**config.mk**
```make
export PLATFORM = sky130hd
export DESIGN_NAME = bcc_core
export DESIGN_NICKNAME = d
export VERILOG_FILES = /design/src/pkg/bcc_pkg.sv /design/src/rtl/bcc_core.sv
export SDC_FILE = /design/constraint.sdc
export NUM_CORES = 2
export LEC_CHECK = 0
export BUFFER_PORTS_ARGS = -buffer_cell sky130_fd_sc_hd__buf_2
export CAP_MARGIN = 20
export CORE_UTILIZATION = 55
export DETAILED_ROUTE_END_ITERATION = 8
export GPL_ROUTABILITY_DRIVEN = 0
export PLACE_DENSITY_LB_ADDON = 0.05
export SLEW_MARGIN = 0
export SYNTH_ARGS = -nofsm -noshare
export SYNTH_HDL_FRONTEND = slang
export SYNTH_SLANG_ARGS = --single-unit
```
**constraint.sdc**
```tcl
create_clock -name clock -period 71.1 [get_ports clock]
set_input_delay 3.555 -clock clock [delete_from_list [all_inputs] [get_ports clock]]
set_output_delay 3.555 -clock clock [all_outputs]
set_load 0.05 [all_outputs]
```
**src/pkg/bcc_pkg.sv**
```systemverilog
// shared constants for the binary correlator core
package bcc_pkg;
    localparam int STAGES = 8;                 // number of internal tap stages
    localparam int TAPS = 32;                  // taps per stage
    localparam int REF_BITS = 256;             // reference and mask length
    localparam int SCORE_W = 13;               // score and cascade width
    localparam int CNT_W = 6;                  // per-stage match count width
    localparam int DATA_W = 8;                 // sample input width
    localparam int BUS_W = 8;                  // write bus width
    localparam int ADDR_W = 3;                 // control address width
    localparam int DELAY_W = 4;                // programmable delay field width
    localparam int DELAY_DEPTH = 16;           // delay line entries
    // control register addresses
    localparam logic [2:0] ADDR_CONFIG = 3'h0;
    localparam logic [2:0] ADDR_OFFSET_LO = 3'h1;
    localparam logic [2:0] ADDR_OFFSET_HI = 3'h2;
    localparam logic [2:0] ADDR_DELAY = 3'h3;
    // config field positions
    localparam int CFG_WIDTH_LSB = 0;          // two bits: 0=1b 1=2b 2=4b 3=8b
    localparam int CFG_SPLIT_BIT = 2;          // two independent correlators
    localparam int CFG_WIN128_BIT = 3;         // split window 1x128 (else 4x32)
    localparam int CFG_TARGET_BIT = 4;         // reference writes go to mask
    localparam int OFFSET_HI_W = 5;            // upper offset bits held at address 2
    // reset values
    localparam logic [7:0] CONFIG_RST = 8'h00;
    localparam logic [12:0] OFFSET_RST = 13'h0000;
    localparam logic [3:0] DELAY_RST = 4'h0;
    localparam logic [255:0] REF_RST = 256'h0;
    localparam logic [255:0] MASK_RST = 256'h0;
endpackage

```
**src/rtl/bcc_core.sv**
```systemverilog
// binary correlator core: tap array, weighting, offset, delay and cascade summer
// Contract
// 256 taps in eight chainable 32-tap stages
// 1/2/4/8-bit samples against 1-bit reference
// split mode: two correlators, 4x32 or 1x128
// 256-bit mask removes chosen taps from score
// weight and sum partial scores by format
// add offset register to weighted score
// programmable delay before cascade summer
// add own score to incoming cascade value
// control, reference and mask double buffered
// host writes control via address and data
// separate control and reference write ports
// commit strobe transfers shadow data on clock
// host load strobes asynchronous active-low pulses
// host waits one clock before commit strobe
// outputs registered; one sample per clock
`timescale 1ns/1ps
module bcc_core (
    input wire logic clock,
    input wire logic rst,
    input wire logic [7:0] data_in,
    input wire logic [7:0] ref_write_bus,
    input wire logic ref_write_strobe_n,
    input wire logic [7:0] ctrl_write_bus,
    input wire logic [2:0] ctrl_addr,
    input wire logic ctrl_write_strobe_n,
    input wire logic commit_strobe_n,
    input wire logic [12:0] chain_sum_in,
    output logic [12:0] chain_sum_out,
    output logic [12:0] side_score_out
);
    // pin synchronisers: first stage feeds only the second
    logic [7:0] din_m, din_s;               // sample data
    logic [7:0] rbus_m, rbus_s;             // reference write data
    logic [7:0] cbus_m, cbus_s;             // control write data
    logic [2:0] addr_m, addr_s;             // control address
    logic rstb_m, rstb_s, rstb_d;           // reference strobe and delayed copy
    logic cstb_m, cstb_s, cstb_d;           // control strobe and delayed copy
    logic cmt_m, cmt_s;                     // commit strobe
    logic [12:0] cin_m, cin_s;              // cascade input
    logic ref_load, ctrl_load, commit;      // one-cycle load events; commit is a level held while the strobe is low

    // two-flop capture of the data, bus, address and cascade pin inputs
    always_ff @(posedge clock or posedge rst) begin
        if (rst) begin
            din_m <= 8'h00;
            din_s <= 8'h00;
            rbus_m <= 8'h00;
            rbus_s <= 8'h00;
            cbus_m <= 8'h00;
            cbus_s <= 8'h00;
            addr_m <= 3'h0;
            addr_s <= 3'h0;
            cin_m <= 13'h0000;
            cin_s <= 13'h0000;
        end else begin
            din_m <= data_in;
            din_s <= din_m;
            rbus_m <= ref_write_bus;
            rbus_s <= rbus_m;
            cbus_m <= ctrl_write_bus;
            cbus_s <= cbus_m;
            addr_m <= ctrl_addr;
            addr_s <= addr_m;
            cin_m <= chain_sum_in;
            cin_s <= cin_m;
        end
    end

    // strobe synchronisers; idle level of the active-low strobes is high
    always_ff @(posedge clock or posedge rst) begin
        if (rst) begin
            rstb_m <= 1'b1;
            rstb_s <= 1'b1;
            rstb_d <= 1'b1;
            cstb_m <= 1'b1;
            cstb_s <= 1'b1;
            cstb_d <= 1'b1;
            cmt_m <= 1'b1;
            cmt_s <= 1'b1;
        end else begin
            rstb_m <= ref_write_strobe_n;
            rstb_s <= rstb_m;
            rstb_d <= rstb_s;
            cstb_m <= ctrl_write_strobe_n;
            cstb_s <= cstb_m;
            cstb_d <= cstb_s;
            cmt_m <= commit_strobe_n;
            cmt_s <= cmt_m;
        end
    end

    // loads act on the rising (closing) edge of each write pulse
    assign ref_load = rstb_s & ~rstb_d;
    assign ctrl_load = cstb_s & ~cstb_d;
    assign commit = ~cmt_s;

    // shadow and active control state
    logic [7:0] cfg_sh, cfg_act;            // config byte
    logic [12:0] off_sh, off_act;           // score offset
    logic [3:0] dly_sh, dly_act;            // delay length
    logic [255:0] ref_sh, ref_act;          // reference bits
    logic [255:0] mask_sh, mask_act;        // mask bits, one excludes a tap

    // control shadow writes by address
    always_ff @(posedge clock or posedge rst) begin
        if (rst) begin
            cfg_sh <= bcc_pkg::CONFIG_RST;
            off_sh <= bcc_pkg::OFFSET_RST;
            dly_sh <= bcc_pkg::DELAY_RST;
        end else if (ctrl_load) begin
            unique case (addr_s)
                bcc_pkg::ADDR_CONFIG: begin
                    cfg_sh <= cbus_s;
                end
                bcc_pkg::ADDR_OFFSET_LO: begin
                    off_sh[7:0] <= cbus_s;
                end
                bcc_pkg::ADDR_OFFSET_HI: begin
                    off_sh[12:8] <= cbus_s[bcc_pkg::OFFSET_HI_W-1:0];
                end
                bcc_pkg::ADDR_DELAY: begin
                    dly_sh <= cbus_s[bcc_pkg::DELAY_W-1:0];
                end
                default: begin
                    // unused addresses are ignored
                end
            endcase
        end
    end

    // reference writes shift a byte into reference or mask shadow
    always_ff @(posedge clock or posedge rst) begin
        if (rst) begin
            ref_sh <= bcc_pkg::REF_RST;
            mask_sh <= bcc_pkg::MASK_RST;
        end else if (ref_load) begin
            if (cfg_sh[bcc_pkg::CFG_TARGET_BIT]) begin
                mask_sh <= {mask_sh[247:0], rbus_s};
            end else begin
                ref_sh <= {ref_sh[247:0], rbus_s};
            end
        end
    end

    // commit moves every shadow into the working set
    always_ff @(posedge clock or posedge rst) begin
        if (rst) begin
            cfg_act <= bcc_pkg::CONFIG_RST;
            off_act <= bcc_pkg::OFFSET_RST;
            dly_act <= bcc_pkg::DELAY_RST;
            ref_act <= bcc_pkg::REF_RST;
            mask_act <= bcc_pkg::MASK_RST;
        end else if (commit) begin
            cfg_act <= cfg_sh;
            off_act <= off_sh;
            dly_act <= dly_sh;
            ref_act <= ref_sh;
            mask_act <= mask_sh;
        end
    end

    // decoded working mode
    logic split, win128;                    // split mode and its window
    logic [1:0] wsel;                       // sample width code
    logic [3:0] nb;                         // bits per sample
    assign split = cfg_act[bcc_pkg::CFG_SPLIT_BIT];
    assign win128 = cfg_act[bcc_pkg::CFG_WIN128_BIT];
    assign wsel = cfg_act[bcc_pkg::CFG_WIDTH_LSB +: 2];
    assign nb = 4'h1 << wsel;

    // tap array and stage inputs
    logic [7:0][31:0] taps;                 // tap shift registers per stage
    logic [7:0] stage_in;                   // bit entering each stage
    logic [7:0][5:0] cnt;                   // matches per stage

    // stage input: fresh sample bit or the tail of an earlier stage
    always_comb begin
        stage_in = 8'h00;
        for (int k = 0; k < bcc_pkg::STAGES; k++) begin
            if (split) begin
                if (win128 && k != 0 && k != 4) begin
                    stage_in[k] = taps[k-1][31];
                end else begin
                    stage_in[k] = din_s[k];
                end
            end else if (k < int'(nb)) begin
                stage_in[k] = din_s[k];
            end else begin
                stage_in[k] = taps[k-int'(nb)][31];
            end
        end
    end

    // per-stage shift and match count
    generate
        for (genvar g = 0; g < bcc_pkg::STAGES; g++) begin : g_stage
            // one sample step per clock
            always_ff @(posedge clock or posedge rst) begin
                if (rst) begin
                    taps[g] <= 32'h0;
                end else begin
                    taps[g] <= {taps[g][30:0], stage_in[g]};
                end
            end
            // count agreeing, unmasked taps
            always_comb begin
                logic [31:0] hit;
                hit = ~(taps[g] ^ ref_act[g*32 +: 32]) & ~mask_act[g*32 +: 32];
                cnt[g] = 6'h00;
                for (int t = 0; t < bcc_pkg::TAPS; t++) begin
                    cnt[g] = cnt[g] + {5'h00, hit[t]};
                end
            end
        end
    endgenerate

    // weighting and summing of partial scores
    logic [12:0] next_sum_a, next_sum_b, next_total;
    always_comb begin
        logic [3:0] w;
        w = 4'h0;
        next_sum_a = 13'h0000;
        next_sum_b = 13'h0000;
        next_total = 13'h0000;
        for (int k = 0; k < bcc_pkg::STAGES; k++) begin
            w = split ? 4'h0 : (4'(k) & (nb - 4'h1));
            next_total = next_total + 13'({7'h00, cnt[k]} << w);
            if (k < 4) begin
                next_sum_a = next_sum_a + {7'h00, cnt[k]};
            end else begin
                next_sum_b = next_sum_b + {7'h00, cnt[k]};
            end
        end
    end

    // registered score, offset and delay pipeline
    logic [12:0] score, side_score, off_score, delayed;
    logic [12:0] dline [16];                // delay line entries

    // main score and split second score
    always_ff @(posedge clock or posedge rst) begin
        if (rst) begin
            score <= 13'h0000;
            side_score <= 13'h0000;
        end else begin
            score <= split ? next_sum_a : next_total;
            side_score <= split ? next_sum_b : next_total;
        end
    end

    // offset addition
    always_ff @(posedge clock or posedge rst) begin
        if (rst) begin
            off_score <= 13'h0000;
        end else begin
            off_score <= score + off_act;
        end
    end

    // delay line shifts every clock; tap chosen by delay length
    always_ff @(posedge clock or posedge rst) begin
        if (rst) begin
            for (int i = 0; i < bcc_pkg::DELAY_DEPTH; i++) begin
                dline[i] <= 13'h0000;
            end
        end else begin
            dline[0] <= off_score;
            for (int i = 1; i < bcc_pkg::DELAY_DEPTH; i++) begin
                dline[i] <= dline[i-1];
            end
        end
    end
    // length 0 passes the offset score straight on
    assign delayed = (dly_act == 4'h0) ? off_score : dline[dly_act - 4'h1];

    // cascade summer and registered outputs
    always_ff @(posedge clock or posedge rst) begin
        if (rst) begin
            chain_sum_out <= 13'h0000;
            side_score_out <= 13'h0000;
        end else begin
            chain_sum_out <= delayed + cin_s;
            side_score_out <= side_score;
        end
    end

    // commit copies shadow reference and mask
    a_commit_copy: assert property (@(posedge clock) disable iff (rst)
        commit |=> (ref_act == $past(ref_sh)) && (mask_act == $past(mask_sh)))
        else $error("commit did not transfer shadow data");

    // working reference and config hold between commits
    a_active_hold: assert property (@(posedge clock) disable iff (rst)
        !commit |=> $stable(ref_act) && $stable(cfg_act))
        else $error("working set changed without commit");

    // reference byte enters the low end of the shadow
    a_ref_shift_in: assert property (@(posedge clock) disable iff (rst)
        ref_load && !cfg_sh[bcc_pkg::CFG_TARGET_BIT] |=> ref_sh[7:0] == $past(rbus_s))
        else $error("reference byte not loaded");

    // delay register follows a control write
    a_delay_write: assert property (@(posedge clock) disable iff (rst)
        ctrl_load && addr_s == bcc_pkg::ADDR_DELAY |=> dly_sh == $past(cbus_s[3:0]))
        else $error("delay field not written");

    // full mask forces zero score
    a_mask_blocks: assert property (@(posedge clock) disable iff (rst)
        (&mask_act) && !split |=> score == 13'h0000)
        else $error("masked taps contributed to score");

    // offset is added one cycle after the score
    a_offset_sum: assert property (@(posedge clock) disable iff (rst)
        1'b1 |=> off_score == 13'($past(score) + $past(off_act)))
        else $error("offset sum wrong");

    // zero delay length feeds the summer directly
    a_zero_delay: assert property (@(posedge clock) disable iff (rst)
        dly_act == 4'h0 ##1 dly_act == 4'h0 |-> chain_sum_out == 13'($past(off_score) + $past(cin_s)))
        else $error("zero delay path wrong");

    // cascade output adds own delayed score to the input
    a_chain_add: assert property (@(posedge clock) disable iff (rst)
        1'b1 |=> chain_sum_out == 13'($past(delayed) + $past(cin_s)))
        else $error("cascade sum wrong");

    // first tap takes one new sample bit per clock
    a_sample_step: assert property (@(posedge clock) disable iff (rst)
        1'b1 |=> taps[0][0] == $past(din_s[0]) && taps[0][31:1] == $past(taps[0][30:0]))
        else $error("tap array did not advance");

    // eight-bit mode feeds every stage a fresh bit
    a_wide_inputs: assert property (@(posedge clock) disable iff (rst)
        !split && wsel == 2'h3 |-> stage_in == din_s)
        else $error("eight-bit stage inputs wrong");
endmodule

```
==> metrics.md <==
| Metric | Value |
|---|---|
| End point of the critical path | score[12]$_DFF_PP0_ |
| Post-synth design cell area | ~0.07 sq mm |
| Total area of sequential cells | 0.0420 sq mm |
| Total number of placement rows | around 130 |
| Reg2Reg Setup Slack | approximately 62000 ps |
| Maximum single-stage delay on the critical path | around 590 ps |
| Critical path start-end classification | register to register |
| Data required time of the worst path | 71750 ps |
| Post-detailed-route via-to-cell ratio | around 5.3 |
| Starting DRC count in detailed routing | between 2000 and 2500 |
| Maximum fanout count along the critical path | 4 |
| Number of slew-limit violations in the final report | 0 |
| Achievable frequency | roughly 110 MHz |
| Dominant register cell in the synthesized netlist | dfrtp_1 |
| Syn avg cell area | around 15 sq um |
| Post-layout minimum cycle time | about 9300 ps |
| Full die area | 0.131 sq mm |
| Die extent in y | between 300 and 400 um |
| Final setup TNS | 0 ps |
| Class of the most critical hold timing path | register to register |
| Detailed-route wire length | roughly 140 mm |
| Synthesized instance count | 4810 |
| Logic depth of the worst register-to-register path | 33 |
| Insertion delay to the later sink of the worst-skew pair | 800 ps |
| Post-route clock period utilization | roughly an eighth |
| Setup repair after global routing missed its margin | false |
| Post-Synth Adder-Cell Area | between 9 and 10% |
| Vias after detailed routing | roughly 36000 |
| Clk pin slew, worst setup/hold paths | around 60 ps |
| Floorplan die width | around 360 um |
| Mux contribution to synthesized area | 19.2% |
| Layout filler cell count | a little under 10000 |
| Clock Tree Buf Depth | 3 |
| Basic-gate share of the synthesized area counting and, or, nand and nor cells | under 10% |
| Half-perimeter wire length after detailed placement | between 90 and 100 mm |
| Slowest cell on the critical path | fa_1 |
| Critical R2R Capture | score[12]$_DFF_PP0_ |
| Number of global-route vias before repair | approximately 38000 |
| Maximum number of pins on one net before global-route repair | 179 |
| Number of primary I/O pins | 71 |
| Number of buffers inserted to repair setup after CTS | 0 |
| Hold-fix buffers at CTS | 0 |
| Clock tree from TritonCTS | built |
| Global-route usage over all layers | roughly 22% |
| Initial antenna violation count | 4 |
| Outcome | complete, no violations |
| Complex-gate fraction of the synthesized area | under 10% |
| Arrival time at the worst endpoint | about 10000 ps |
| Number of distinct standard cells referenced by the synthesized netlist | 55 |
| Reg-to-Reg Start | ref_act[187]$_DFFE_PP0N_ |
| Area used by multi-input combinational logic | 0.0275 sq mm |
| Cell seen most often among critical-path stages | fa_1 |
| Critical path launch point | ref_act[187]$_DFFE_PP0N_ |
| Yosys warning total | 0 |
| Final Net Count | between 5000 and 6000 |
| Residual overflow from global routing | 0 |
| Wire per inst | between 20 and 25 um |
| Area share of xor/xnor cells in the synthesized design | under 10% |
| # setup viols final | 0 |
| Buffers added on ports | 70 |
| Number of storage elements in the synthesis netlist | about 1700 |
| Largest family of logic cells by synthesized area | multiplexers |
| Effective utilization at floorplan | 55.7% |
| Slew at the pin closest to its max-slew limit | about 1100 ps |
| Synthesized net count | 5250 |
| DRT Pass-1 Iters | 5 |
| Root Buffer | clkbuf_16 |
| Startpoint type of the worst setup path | register |
| Relative slew slack | 26.9% |
| Number of levels the H-tree was split into | 4 |
| Number of buffers added by the clock tree synthesis step | around 170 |
| Floorplan core area | around 0.13 sq mm |
| Proportion of layout cells with a drive suffix above 1 | between 30% and 40% |
| Cell count of the worst hold path | 0 |
| Post-synth ARST share | 100% |
| Routed Antenna Nets | 0 |
| Global-route wire length before repair | between 200 and 250 mm |
| Critical Path Sink Type | register |
| Detailed-route DRC error count | 0 |
| Number of flops mapped to enable cells by yosys | 0 |
| Sequential-to-total area share from yosys stat | roughly three fifths |
| Synth-to-layout area growth | 11.4% |
| Sinks on the clock net | roughly 1700 |
| Clock skew | roughly 21 ps |
| Endpoints failing hold | 0 |
| Reported max-cap violation count | 0 |
| Number of resized instances in the post-cts repair step | 0 |
stage by stage:
stage / setup WS, ps / std cells / util (%) / area, sq um / hold WS (ps)
after floorplan: 20170 / 4810 / - / 71400 / 331
after global placement: 61760 / 6492 / 57.5 / 73700 / 332
after detailed placement: 61710 / 6492 / 57.5 / 73700 / 335
after CTS: 61680 / 6812 / 62.0 / 79500 / 342
after global routing: 61280 / 6815 / 62.1 / 79600 / 355
final: 61790 / 6817 / 62.1 / 79600 / 346
logic make-up (layout without fill, tap and decap cells):
group / count (synthesis) / after routing
flip-flops: 1679 / 1679
multiplexers: 1164 / 1164
AND/OR/NAND/NOR: 510 / 510
buffers and inverters: 504 / 780
adder cells (fa/ha/maj): 395 / 395
XOR/XNOR: 326 / 326
AO/OA/AOI/OAI: 232 / 232
other: 0 / 2
worst min-delay path by stage:
stage / from / to
2_1_floorplan: addr_m[0]$_DFF_PP0_ / addr_s[0]$_DFF_PP0_
3_3_place_gp: rbus_m[0]$_DFF_PP0_ / rbus_s[0]$_DFF_PP0_
3_5_place_dp: addr_m[1]$_DFF_PP0_ / addr_s[1]$_DFF_PP0_
4_1_cts: side_score[3]$_DFF_PP0_ / side_score_out[3]$_DFF_PP0_
5_1_grt: cin_m[9]$_DFF_PP0_ / cin_s[9]$_DFF_PP0_
6_report: addr_m[1]$_DFF_PP0_ / addr_s[1]$_DFF_PP0_
cell usage in the layout, fill, tap and decap left out, types with 4 or more instances in the layout:
cell type,n
inv_1,341
mux4_2,55
nand2_1,114
fa_1,269
nor2b_1,14
mux2i_1,24
nand2b_1,207
o21bai_1,4
clkinvlp_4,8
buf_12,5
bufinv_16,9
inv_6,4
xnor2_1,235
ha_1,125
a31oi_1,6
dfrtp_1,1669
and3_1,5
o21ai_1,34
nor2_1,131
clkbuf_8,38
nand3_1,15
clkbuf_16,172
inv_16,4
dfstp_2,7
buf_4,40
a21oi_1,74
o21ai_0,41
nor3_1,11
o21a_1,9
o31ai_1,5
mux2_2,1084
a21o_1,38
clkinv_2,23
xor2_1,89
clkinv_8,6
clkbuf_1,52
buf_2,70
cell type report:
type                            instances  area share, %
Clock inverter                         58          0.951
Timing Repair Buffer                  117          0.997
Clock buffer                          262           6.31
Tap cell                             1729           2.72
Antenna cell                            2        0.00629
Multi-Input combinational cell       2627           34.6
Inverter                              343           1.63
Sequential cell                      1679           52.8
cell usage after synthesis (4+ instances only):
cell | number | area share (%)
a21o_1 | 38 | 0.40
a21oi_1 | 75 | 0.53
a31oi_1 | 6 | 0.053
and3_1 | 5 | 0.044
buf_1 | 12 | 0.063
buf_2 | 31 | 0.22
buf_4 | 4 | 0.042
clkbuf_1 | 114 | 0.60
dfrtp_1 | 1671 | 59
dfstp_2 | 8 | 0.29
fa_1 | 269 | 7.5
ha_1 | 126 | 2.2
inv_1 | 342 | 1.8
mux2_2 | 1084 | 17
mux2i_1 | 24 | 0.34
mux4_2 | 55 | 1.7
nand2_1 | 114 | 0.60
nand2b_1 | 207 | 1.8
nand3_1 | 15 | 0.11
nor2_1 | 131 | 0.69
nor2b_1 | 14 | 0.12
nor3_1 | 11 | 0.077
o21a_1 | 9 | 0.095
o21ai_0 | 41 | 0.29
o21ai_1 | 34 | 0.24
o21bai_1 | 4 | 0.042
o31ai_1 | 5 | 0.053
xnor2_1 | 235 | 2.9
xor2_1 | 90 | 1.1
state kept, by name (all words and copies together), names as in the netlist, 9 cells and up:
signal / count
mask_act: 256
mask_sh: 256
ref_act: 256
ref_sh: 256
taps: 256
dline: 208
chain_sum_out: 13
cin_m: 13
cin_s: 13
off_act: 13
off_score: 13
off_sh: 13
side_score_out: 13
side_score: 12
score: 9
worst max-delay path, delay by kind of cell, from the launching register on:
kind,cells,cell delay (ps)
AO/OA/AOI/OAI,8,1580
flip-flops,1,380
AND/OR/NAND/NOR,5,430
XOR/XNOR,3,680
buffers and inverters,4,240
adder cells (fa/ha/maj),13,5860
metal layers:
layer	track usage, %	up-vias	part of all wire (%)
li1	-	16400	-
met1	34.6	19100	50
met2	33.0	432	45
met3	3.69	163	3.5
met4	5.58	0	1.8
met5	0	-	0
Power is left out: the tool's default activity adds up to more than one toggle a clock period on the data nets, which glitch-free logic cannot reach.
